### src/wdrc_pkg.sv
// Functional notes
// RULE_01: Set test-port reset flag, bit 4, on test-port reset; clear by power-on or zero write.
// RULE_02: Set timeout reset flag, bit 3, on watchdog reset; clear by power-on or zero write.
// RULE_03: Set brown-out reset flag, bit 2, on brown-out; clear by power-on or zero write.
// RULE_04: Set pin reset flag, bit 1, on external reset; clear by power-on or zero write.
// RULE_05: Set power-on flag, bit 0, on power-on; only a zero write clears it.
// RULE_06: Legacy mode keeps only pin and power-on flags; others absent.
// RULE_07: Software should read then clear the flags early after start-up.
// RULE_08: Control bits 7:5 always read zero.
// RULE_09: Change window bit clears itself four clock cycles after being written one.
// RULE_10: Enable may be cleared only while the change window is open.
// RULE_11: Writing one to enable starts the watchdog; permitted zero stops it.
// RULE_12: Software disables by writing window and enable together, then zero within four.
// RULE_13: Levels 1 and 2 change prescaler only while the window is open.
// RULE_14: Level 2 keeps the watchdog enabled and ignores every disable attempt.
// RULE_15: Prescaler code n gives 16384 shifted left by n oscillator cycles.
// RULE_16: Timeout produces a one-clock internal reset pulse.
// RULE_17: Count restarts on restart command, on disable and on any chip reset.
// RULE_18: Level 2 reads enable as one.
// RULE_19: Counter advances on its own slow oscillator, about 1 MHz.
// RULE_20: Safety level comes from two static fuse inputs; level 2 starts enabled.
// RULE_21: Oscillator, fuses and events cross safely between the two timings.
package wdrc_pkg;

	// Register byte offsets
	localparam logic [7:0] ADDR_RESET_CAUSE = 8'h00;
	localparam logic [7:0] ADDR_WDOG_CTRL = 8'h04;

	// Reset cause field positions
	localparam int unsigned TP_FLAG_BIT = 4;
	localparam int unsigned TO_FLAG_BIT = 3;
	localparam int unsigned BO_FLAG_BIT = 2;
	localparam int unsigned PIN_FLAG_BIT = 1;
	localparam int unsigned POR_FLAG_BIT = 0;
	localparam logic [4:0] LEGACY_FLAG_MASK = 5'h03;
	localparam logic [4:0] FULL_FLAG_MASK = 5'h1f;
	localparam logic [4:0] FLAGS_RST = 5'h01;

	// Watchdog control field positions
	localparam int unsigned CHG_WIN_BIT = 4;
	localparam int unsigned ENABLE_BIT = 3;
	localparam int unsigned PRESCALE_W = 3;
	localparam logic [PRESCALE_W-1:0] PRESCALE_RST = 3'h0;

	// Timing
	localparam int unsigned CHG_WINDOW_CYCLES = 4;
	localparam int unsigned TIMEOUT_BASE_DEFAULT = 16384;
	localparam int unsigned CLK_HZ = 20_000_000;
	localparam int unsigned OSC_HZ = 1_000_000;

	// AXI responses
	localparam logic [1:0] RESP_OKAY = 2'h0;
	localparam logic [1:0] RESP_SLVERR = 2'h2;

	typedef enum logic [1:0] {
		WDRC_LEVEL0 = 2'b00,
		WDRC_LEVEL1 = 2'b01,
		WDRC_LEVEL2 = 2'b10
	} wdrc_level_t;

	typedef enum logic [1:0] {
		WDRC_SEL_FLAGS = 2'b00,
		WDRC_SEL_CTRL = 2'b01,
		WDRC_SEL_NONE = 2'b10
	} wdrc_sel_t;

endpackage : wdrc_pkg

### src/wdrc_timer.sv
`timescale 1ns/1ps
module wdrc_timer
	import wdrc_pkg::*;
#(
	parameter int unsigned BASE_CYCLES = TIMEOUT_BASE_DEFAULT,
	parameter int unsigned CNT_W = 22
) (
	// Clock and reset
	input wire logic aclk,
	input wire logic aresetn,
	// Oscillator pin
	input wire logic osc_in,
	// Control
	input wire logic run,
	input wire logic restart,
	input wire logic [PRESCALE_W-1:0] prescale,
	// Event
	output logic timeout_pulse
);

	typedef struct packed {
		logic [2:0] osc_sync;
		logic [CNT_W-1:0] cnt;
		logic fire;
	} wdrc_tmr_state_t;

	wdrc_tmr_state_t q_ff;
	wdrc_tmr_state_t nxt_q;
	logic [CNT_W-1:0] limit;
	logic osc_rise;

	if (BASE_CYCLES < 2 || (64'(BASE_CYCLES) << 7) > (64'd1 << CNT_W)) begin : g_chk_w
		$error("wdrc_timer: BASE_CYCLES does not fit CNT_W");
	end
	// Edge detect needs the oscillator well below half the clock rate
	if (OSC_HZ * 2 >= CLK_HZ) begin : g_chk_osc
		$error("wdrc_timer: oscillator too fast for sampling");
	end

	assign limit = CNT_W'(BASE_CYCLES) << prescale; // see RULE_15
	assign osc_rise = q_ff.osc_sync[1] & ~q_ff.osc_sync[2];
	assign timeout_pulse = q_ff.fire;

	always_comb begin
		nxt_q = q_ff;
		nxt_q.fire = 1'b0;
		// Two-stage synchroniser, third stage only for the edge
		nxt_q.osc_sync = {q_ff.osc_sync[1:0], osc_in}; // see RULE_21
		if (!run || restart) begin
			nxt_q.cnt = '0; // see RULE_17
		end else if (osc_rise) begin // see RULE_19
			// Compare with >= so a shortened limit fires on the next oscillator edge
			if (q_ff.cnt >= limit - CNT_W'(1)) begin
				nxt_q.fire = 1'b1;
				nxt_q.cnt = '0;
			end else begin
				nxt_q.cnt = q_ff.cnt + CNT_W'(1);
			end
		end
	end

	always_ff @(posedge aclk) begin
		if (!aresetn) begin
			q_ff <= '0;
		end else begin
			q_ff <= nxt_q;
		end
	end

endmodule : wdrc_timer

### src/wdrc_top.sv
`timescale 1ns/1ps
module wdrc_top
	import wdrc_pkg::*;
#(
	parameter int unsigned TIMEOUT_BASE_CYCLES = TIMEOUT_BASE_DEFAULT,
	parameter int unsigned ADDR_W = 8
) (
	// Clock and reset
	input wire logic aclk,
	input wire logic aresetn,

	// AXI4-Lite write address
	input wire logic awvalid,
	output logic awready,
	input wire logic [ADDR_W-1:0] awaddr,

	// AXI4-Lite write data
	input wire logic wvalid,
	output logic wready,
	input wire logic [31:0] wdata,
	input wire logic [3:0] wstrb,

	// AXI4-Lite write response
	output logic bvalid,
	input wire logic bready,
	output logic [1:0] bresp,

	// AXI4-Lite read address
	input wire logic arvalid,
	output logic arready,
	input wire logic [ADDR_W-1:0] araddr,

	// AXI4-Lite read data
	output logic rvalid,
	input wire logic rready,
	output logic [31:0] rdata,
	output logic [1:0] rresp,

	// Reset sources, one-cycle pulses on aclk
	input wire logic power_on_evt,
	input wire logic pin_reset_evt,
	input wire logic brownout_evt,
	input wire logic test_port_reset_evt,

	// Watchdog restart command, one-cycle pulse
	input wire logic wdt_restart,

	// Static fuses, high when programmed
	input wire logic legacy_compat_fuse,
	input wire logic always_on_fuse,

	// Watchdog oscillator pin
	input wire logic wdt_osc,

	// Outputs
	output logic wdt_reset_pulse,
	output logic wdt_running
);

	////////////////////////////////////////////////////////////////////////////////

	typedef struct packed {
		// Bus slave
		logic aw_got;
		logic [ADDR_W-1:0] aw_addr;
		logic w_got;
		logic [7:0] w_data;
		logic w_lane0;
		logic bvalid;
		logic [1:0] bresp;
		logic rvalid;
		logic [7:0] rdata;
		logic [1:0] rresp;
		// Fuse synchronisers
		logic [1:0] fuse_s1;
		logic [1:0] fuse_s2;
		// Reset cause flags
		logic [4:0] flags;
		// Watchdog control
		logic en;
		logic chg_win;
		logic [1:0] win_cnt;
		logic [PRESCALE_W-1:0] presc;
		// Internal reset pulse
		logic rst_pulse;
	} wdrc_state_t;

	localparam logic [1:0] WIN_LOAD = 2'(CHG_WINDOW_CYCLES - 1);

	if (CHG_WINDOW_CYCLES < 1 || CHG_WINDOW_CYCLES > 4) begin : g_chk_win
		$error("wdrc_top: window counter is two bits wide");
	end
	if (ADDR_W < 3) begin : g_chk_addr
		$error("wdrc_top: ADDR_W too small for the map");
	end

	wdrc_state_t q_ff;
	wdrc_state_t nxt_q;

	wdrc_level_t level;
	logic legacy;
	logic en_eff;
	logic timeout;
	logic chip_reset;
	logic wr_fire;
	logic [4:0] flag_mask;
	logic [4:0] flag_set;
	logic [4:0] flag_clr;
	logic [7:0] flags_rd;
	logic [7:0] ctrl_rd;

	////////////////////////////////////////////////////////////////////////////////

	function automatic wdrc_sel_t wdrc_decode(input logic [ADDR_W-1:0] addr);
		wdrc_sel_t sel;
		sel = WDRC_SEL_NONE;
		if (addr == ADDR_W'(ADDR_RESET_CAUSE)) begin
			sel = WDRC_SEL_FLAGS;
		end else if (addr == ADDR_W'(ADDR_WDOG_CTRL)) begin
			sel = WDRC_SEL_CTRL;
		end
		return sel;
	endfunction : wdrc_decode

	////////////////////////////////////////////////////////////////////////////////

	// Fuse decode; level reads 1 for the two settling cycles after reset
	always_comb begin
		legacy = q_ff.fuse_s2[1];
		if (q_ff.fuse_s2[0]) begin
			level = WDRC_LEVEL2; // see RULE_20
		end else if (legacy) begin
			level = WDRC_LEVEL0;
		end else begin
			level = WDRC_LEVEL1;
		end
	end

	assign en_eff = q_ff.en | (level == WDRC_LEVEL2); // see RULE_14
	assign flag_mask = legacy ? LEGACY_FLAG_MASK : FULL_FLAG_MASK; // see RULE_06
	assign chip_reset = power_on_evt | pin_reset_evt | brownout_evt | test_port_reset_evt
		| q_ff.rst_pulse;
	assign wr_fire = q_ff.aw_got & q_ff.w_got & ~q_ff.bvalid;

	// Hidden flags read as zero in legacy mode
	assign flags_rd = {3'h0, q_ff.flags & flag_mask};
	// Upper bits tie to zero, enable forced in level 2
	assign ctrl_rd = {3'h0, q_ff.chg_win, en_eff, q_ff.presc}; // see RULE_08, see RULE_18

	always_comb begin
		flag_set = '0;
		flag_set[TP_FLAG_BIT] = test_port_reset_evt; // see RULE_01
		flag_set[TO_FLAG_BIT] = q_ff.rst_pulse; // see RULE_02
		flag_set[BO_FLAG_BIT] = brownout_evt; // see RULE_03
		flag_set[PIN_FLAG_BIT] = pin_reset_evt; // see RULE_04
		flag_set[POR_FLAG_BIT] = power_on_evt; // see RULE_05
		flag_set = flag_set & flag_mask;
		flag_clr = '0;
		if (wr_fire && q_ff.w_lane0 && wdrc_decode(q_ff.aw_addr) == WDRC_SEL_FLAGS) begin
			flag_clr = ~q_ff.w_data[4:0];
		end
	end

	////////////////////////////////////////////////////////////////////////////////

	wdrc_timer #(
		.BASE_CYCLES(TIMEOUT_BASE_CYCLES),
		.CNT_W(22)
	) u_timer (
		.aclk(aclk),
		.aresetn(aresetn),
		.osc_in(wdt_osc),
		.run(en_eff),
		.restart(wdt_restart | chip_reset), // see RULE_17
		.prescale(q_ff.presc),
		.timeout_pulse(timeout)
	);

	////////////////////////////////////////////////////////////////////////////////

	assign awready = ~q_ff.aw_got & ~q_ff.bvalid;
	assign wready = ~q_ff.w_got & ~q_ff.bvalid;
	assign bvalid = q_ff.bvalid;
	assign bresp = q_ff.bresp;
	assign arready = ~q_ff.rvalid;
	assign rvalid = q_ff.rvalid;
	assign rdata = {24'h0, q_ff.rdata};
	assign rresp = q_ff.rresp;
	assign wdt_reset_pulse = q_ff.rst_pulse;
	assign wdt_running = en_eff;

	always_comb begin
		nxt_q = q_ff;

		nxt_q.fuse_s1 = {legacy_compat_fuse, always_on_fuse}; // see RULE_21
		nxt_q.fuse_s2 = q_ff.fuse_s1;

		// One aclk cycle wide, taken straight from the timer event
		nxt_q.rst_pulse = timeout; // see RULE_16

		// Power-on wipes the others; otherwise set beats clear
		if (power_on_evt) begin
			nxt_q.flags = FLAGS_RST; // see RULE_05
		end else begin
			nxt_q.flags = (q_ff.flags & ~flag_clr) | flag_set; // see RULE_01, see RULE_02
		end

		// Change window countdown
		if (q_ff.chg_win) begin
			if (q_ff.win_cnt == 2'h0) begin
				nxt_q.chg_win = 1'b0; // see RULE_09
			end else begin
				nxt_q.win_cnt = q_ff.win_cnt - 2'h1;
			end
		end

		// Write channels
		if (awvalid && awready) begin
			nxt_q.aw_got = 1'b1;
			nxt_q.aw_addr = awaddr;
		end
		if (wvalid && wready) begin
			nxt_q.w_got = 1'b1;
			nxt_q.w_data = wdata[7:0];
			nxt_q.w_lane0 = wstrb[0];
		end
		if (q_ff.bvalid && bready) begin
			nxt_q.bvalid = 1'b0;
		end

		if (wr_fire) begin
			nxt_q.aw_got = 1'b0;
			nxt_q.w_got = 1'b0;
			nxt_q.bvalid = 1'b1;
			nxt_q.bresp = RESP_OKAY;
			if (wdrc_decode(q_ff.aw_addr) == WDRC_SEL_NONE) begin
				nxt_q.bresp = RESP_SLVERR;
			end else if (wdrc_decode(q_ff.aw_addr) == WDRC_SEL_CTRL && q_ff.w_lane0) begin
				// Opening write must carry enable too outside level 0
				if (q_ff.w_data[CHG_WIN_BIT]
						&& (level == WDRC_LEVEL0 || q_ff.w_data[ENABLE_BIT])) begin
					nxt_q.chg_win = 1'b1;
					nxt_q.win_cnt = WIN_LOAD;
				end else if (!q_ff.w_data[CHG_WIN_BIT]) begin
					nxt_q.chg_win = 1'b0;
				end
				if (q_ff.w_data[ENABLE_BIT]) begin
					nxt_q.en = 1'b1; // see RULE_11
				end else if (q_ff.chg_win && level != WDRC_LEVEL2) begin
					nxt_q.en = 1'b0; // see RULE_10, see RULE_14
				end
				if (level == WDRC_LEVEL0 || q_ff.chg_win) begin
					nxt_q.presc = q_ff.w_data[PRESCALE_W-1:0]; // see RULE_13
				end
			end
		end

		// Any chip reset returns the control to its initial state
		if (chip_reset) begin
			nxt_q.en = 1'b0;
			nxt_q.chg_win = 1'b0;
			nxt_q.win_cnt = 2'h0;
			nxt_q.presc = PRESCALE_RST;
		end

		// Read channel
		if (q_ff.rvalid && rready) begin
			nxt_q.rvalid = 1'b0;
		end
		if (arvalid && arready) begin
			nxt_q.rvalid = 1'b1;
			unique case (wdrc_decode(araddr))
				WDRC_SEL_FLAGS: begin
					nxt_q.rdata = flags_rd;
					nxt_q.rresp = RESP_OKAY;
				end
				WDRC_SEL_CTRL: begin
					nxt_q.rdata = ctrl_rd;
					nxt_q.rresp = RESP_OKAY;
				end
				default: begin
					nxt_q.rdata = 8'h00;
					nxt_q.rresp = RESP_SLVERR;
				end
			endcase
		end
	end

	////////////////////////////////////////////////////////////////////////////////

	always_ff @(posedge aclk) begin
		if (!aresetn) begin
			q_ff <= '0;
			q_ff.flags <= FLAGS_RST;
			q_ff.presc <= PRESCALE_RST;
		end else begin
			q_ff <= nxt_q;
		end
	end

endmodule : wdrc_top

### config.mk
export PLATFORM = sky130hd
export DESIGN_NAME = wdrc_top
export DESIGN_NICKNAME = d
export VERILOG_FILES = /design/src/wdrc_pkg.sv /design/src/wdrc_timer.sv /design/src/wdrc_top.sv
export SDC_FILE = /design/constraint.sdc
export NUM_CORES = 1
export LEC_CHECK = 0
export BUFFER_PORTS_ARGS = -buffer_cell sky130_fd_sc_hd__buf_2
export CAP_MARGIN = 30
export CORE_MARGIN = 5
export CORE_UTILIZATION = 54
export CTS_CLUSTER_DIAMETER = 120
export DETAILED_ROUTE_END_ITERATION = 10
export MAX_ROUTING_LAYER = met4
export PLACE_DENSITY = 0.85
export SLEW_MARGIN = 10
export SYNTH_ARGS = -nofsm -noshare
export SYNTH_HDL_FRONTEND = slang
export SYNTH_SLANG_ARGS = --single-unit
export TNS_END_PERCENT = 20
### constraint.sdc
create_clock -name aclk -period 4.12 [get_ports aclk]
set_clock_uncertainty 0.05 [all_clocks]
set_input_delay 1.03 -clock aclk [delete_from_list [all_inputs] [get_ports aclk]]
set_output_delay 1.03 -clock aclk [all_outputs]
set_load 0.05 [all_outputs]
==> reports/results.ini <==
[timing]
hold_viol=0
fmax_ghz=0.393
finalSetupViolations=0
drv_slew=0
finalCriticalPeriod_ns=2.55
relSlewSlack_pct=39.0
timing.hold.ws_ns=0.381
period_share_pct=61.8
rsz0062_at_grt=false
worst_pin_slew_ns=0.907
tns_ns=0

[critical_path]
timing.rr.end=u_timer.q_ff[8]
worstPathMaxFanout=19
crit_chain=nand3_1 -> ha_1 -> nand4_1 -> nor4_4 -> a211oi_4 -> a21oi_4 -> nor3_1
ff2ff_setup_slack_ns=1.57
slowest_stage=a21oi_4
cp-endpoint=u_timer.q_ff[8]
cp-start-kind=flip-flop
crit_type=reg2reg
crit_start=ctrl_rd[2]
cpPeakStageDelay_ns=0.57
cp.required_ns=4.26
reg2regPathDepth=7
crit_path_end_kind=flip-flop
arrival_ns=2.69
timing.rr.start=ctrl_rd[2]

[cells_and_area]
fin_util_pct=61.2
regArea_sq_um=1360
multi_input_area_sq_um=1710
syn_to_final_growth_pct=9.64
final_nets=488
final_cell_mix=dfxtp_1 (68), buf_2 (50), nand2_1 (35), conb_1 (30), nor2_1 (26)
drive_gt1_share_pct=21.3
final_common_cell=dfxtp_1
fill_cells=507
num_antenna_cells=0

[clock_network]
holdBufCountCts=0
cts-buffers-inserted=9
cts_sinks=68
cts_tree=done
cts_htree_levels=3
clock_latency_ns=0.34
cts_setup_buffers=0
root_buffer=clkbuf_8
cts_resized=0
clk_path_buf_depth=2
cts.clk_slew.worst_paths_ns=0.07

[power_and_ir_drop]
clock_power_share_pct=37.6
p_int_uw=964
switching_share_pct=29.0
power.net_switching_uw=394
seq_power_share_pct=50.7
combPwrFrac_pct=11.8
leakage_nw=1.44
ir_drop_v=0.000281
power.density_nw_per_um2=372

[logic_synthesis]
synthFlopType=dfxtp_1
synthArstFlopShare_pct=0
ys_seq_elements=68
netlist_instances=368
yosysSeqAreaShare_pct=40.9
syn_area_per_cell_sq_um=9.03
yosysUniqueCellTypes=45
synth_area_sq_um=3320
yosysWarnings=0
synth_edf_count=0

[grt]
grt_first_pass_wirelength_microns=10800
grt_max_degree=24
antenna_found_initial=0
grt.total_usage_pct=18.2
grt_pass1_vias=2463
grt.overflow.total=0

[floorplan]
die_height_microns=88.5
initial_core_util_pct=55.8
io_pins=110
row_count=28
core-area_sq_um=5960
dieArea_sq_um=7830
die_w_microns=88.5

[route]
drc_errors=0
dr.pass1.iters=4
ant_nets=0
vias=2649
totalWireLength_microns=6760
avgRoutedWirePerCell_microns=13.7
vias_per_cell=5.38
drt_iter0_drc=188

[place]
port_buffers=50
place_congestion=0.875
dp_hpwl_microns=5030

[outcome]
status=finished clean

[hold_path]
min_path_type=reg2reg

[flow_run]
max_cap_viol_count=0

power groups by stage:
stage                     Clock [mW]  Sequential [mW]  Combinational (mW)
final                          0.510            0.688               0.160
after global placement             0            0.702               0.157
after CTS                      0.521            0.687               0.160
after detailed placement           0            0.703               0.159
after floorplan                    0            0.703               0.145
after global routing           0.557            0.691               0.173
worst max-delay path, delay by kind of cell (launching register included):
family,cells,cell delay [ns]
simple gates,4,0.79
compound gates,2,0.72
flops,1,0.50
fa+ha+maj,1,0.34
synth_stat cells (5+ instances only):
library cell,n,area share (%)
and2_1,10,1.9
a22oi_1,5,1.1
ha_1,9,3.4
nand2b_1,6,1.1
nor2_1,26,2.9
nand3_1,15,2.3
nand2_1,35,4.0
a21oi_1,22,3.3
xor2_1,14,3.7
dfxtp_1,68,41
mux2i_1,9,2.7
nand4_1,9,1.7
o21ai_0,13,2.0
nor3_1,11,1.7
clkbuf_1,7,0.79
nor3_2,11,3.3
nor2b_1,5,0.94
buf_4,36,8.1
inv_1,8,0.90
per-layer routing:
layer | up-vias | global-route usage [%] | share of wire (%)
met5 | - | - | 0
met4 | 0 | 7.69 | 2.0
met3 | 14 | 4.75 | 6.1
met2 | 85 | 28.2 | 49
met1 | 1245 | 22.3 | 43
li1 | 1305 | - | -
state kept, by name (all words and copies together), names as in the netlist:
signal	count
ctrl_rd	4
legacy	1
u_timer.nxt_q	2
bvalid	1
rvalid	1
u_timer.timeout_pulse	1
u_timer.q_ff	23
rdata	5
nxt_q	2
q_ff	25
bresp	1
wdt_reset_pulse	1
rresp	1
cell type report:
type / instances / share of cell area [%]
multi-input cells: 274 / 47.0
clock buffers: 11 / 4.15
clock inverters: 5 / 0.996
well taps: 75 / 2.57
flip-flops and latches: 68 / 37.3
repair buffers: 51 / 7.07
inverters: 8 / 0.824
worst min-delay path by stage:
| stage | from | cells past startpoint | to |
|---|---|---|---|
| 3_5_place_dp | nxt_q[14] | 1 | legacy |
| 3_3_place_gp | u_timer.nxt_q[24] | 1 | u_timer.nxt_q[25] |
| 2_1_floorplan | nxt_q[14] | 1 | legacy |
| 6_report | u_timer.nxt_q[24] | 1 | u_timer.nxt_q[25] |
| 5_1_grt | u_timer.timeout_pulse | 1 | wdt_reset_pulse |
| 4_1_cts | u_timer.nxt_q[24] | 1 | u_timer.nxt_q[25] |
logic make-up after synthesis:
kind of cell	Yosys count	synth area share (%)
DFF	68	40.9
AOI/OAI and AO/OA	54	10.4
adders and majority gates	9	3.39
other	2	0.226
xor gates and xnor gates	18	4.74
and+or+nand+nor	152	26.3
buffers and inverters	54	10.7
muxes	11	3.39
metrics by stage:
| step | power, mW | cell area (sq um) | cells | worst slack, ns |
|---|---|---|---|---|
| after detailed placement | 0.862 | 3460 | 476 | 1.29 |
| after floorplan | 0.848 | 3430 | 396 | 1.76 |
| after global placement | 0.858 | 3460 | 476 | 1.40 |
| final | 1.36 | 3640 | 492 | 1.57 |
| after CTS | 1.37 | 3640 | 492 | 1.56 |
| after global routing | 1.42 | 3640 | 492 | 1.37 |
No activity file was read; power rests on OpenSTA's default activity.
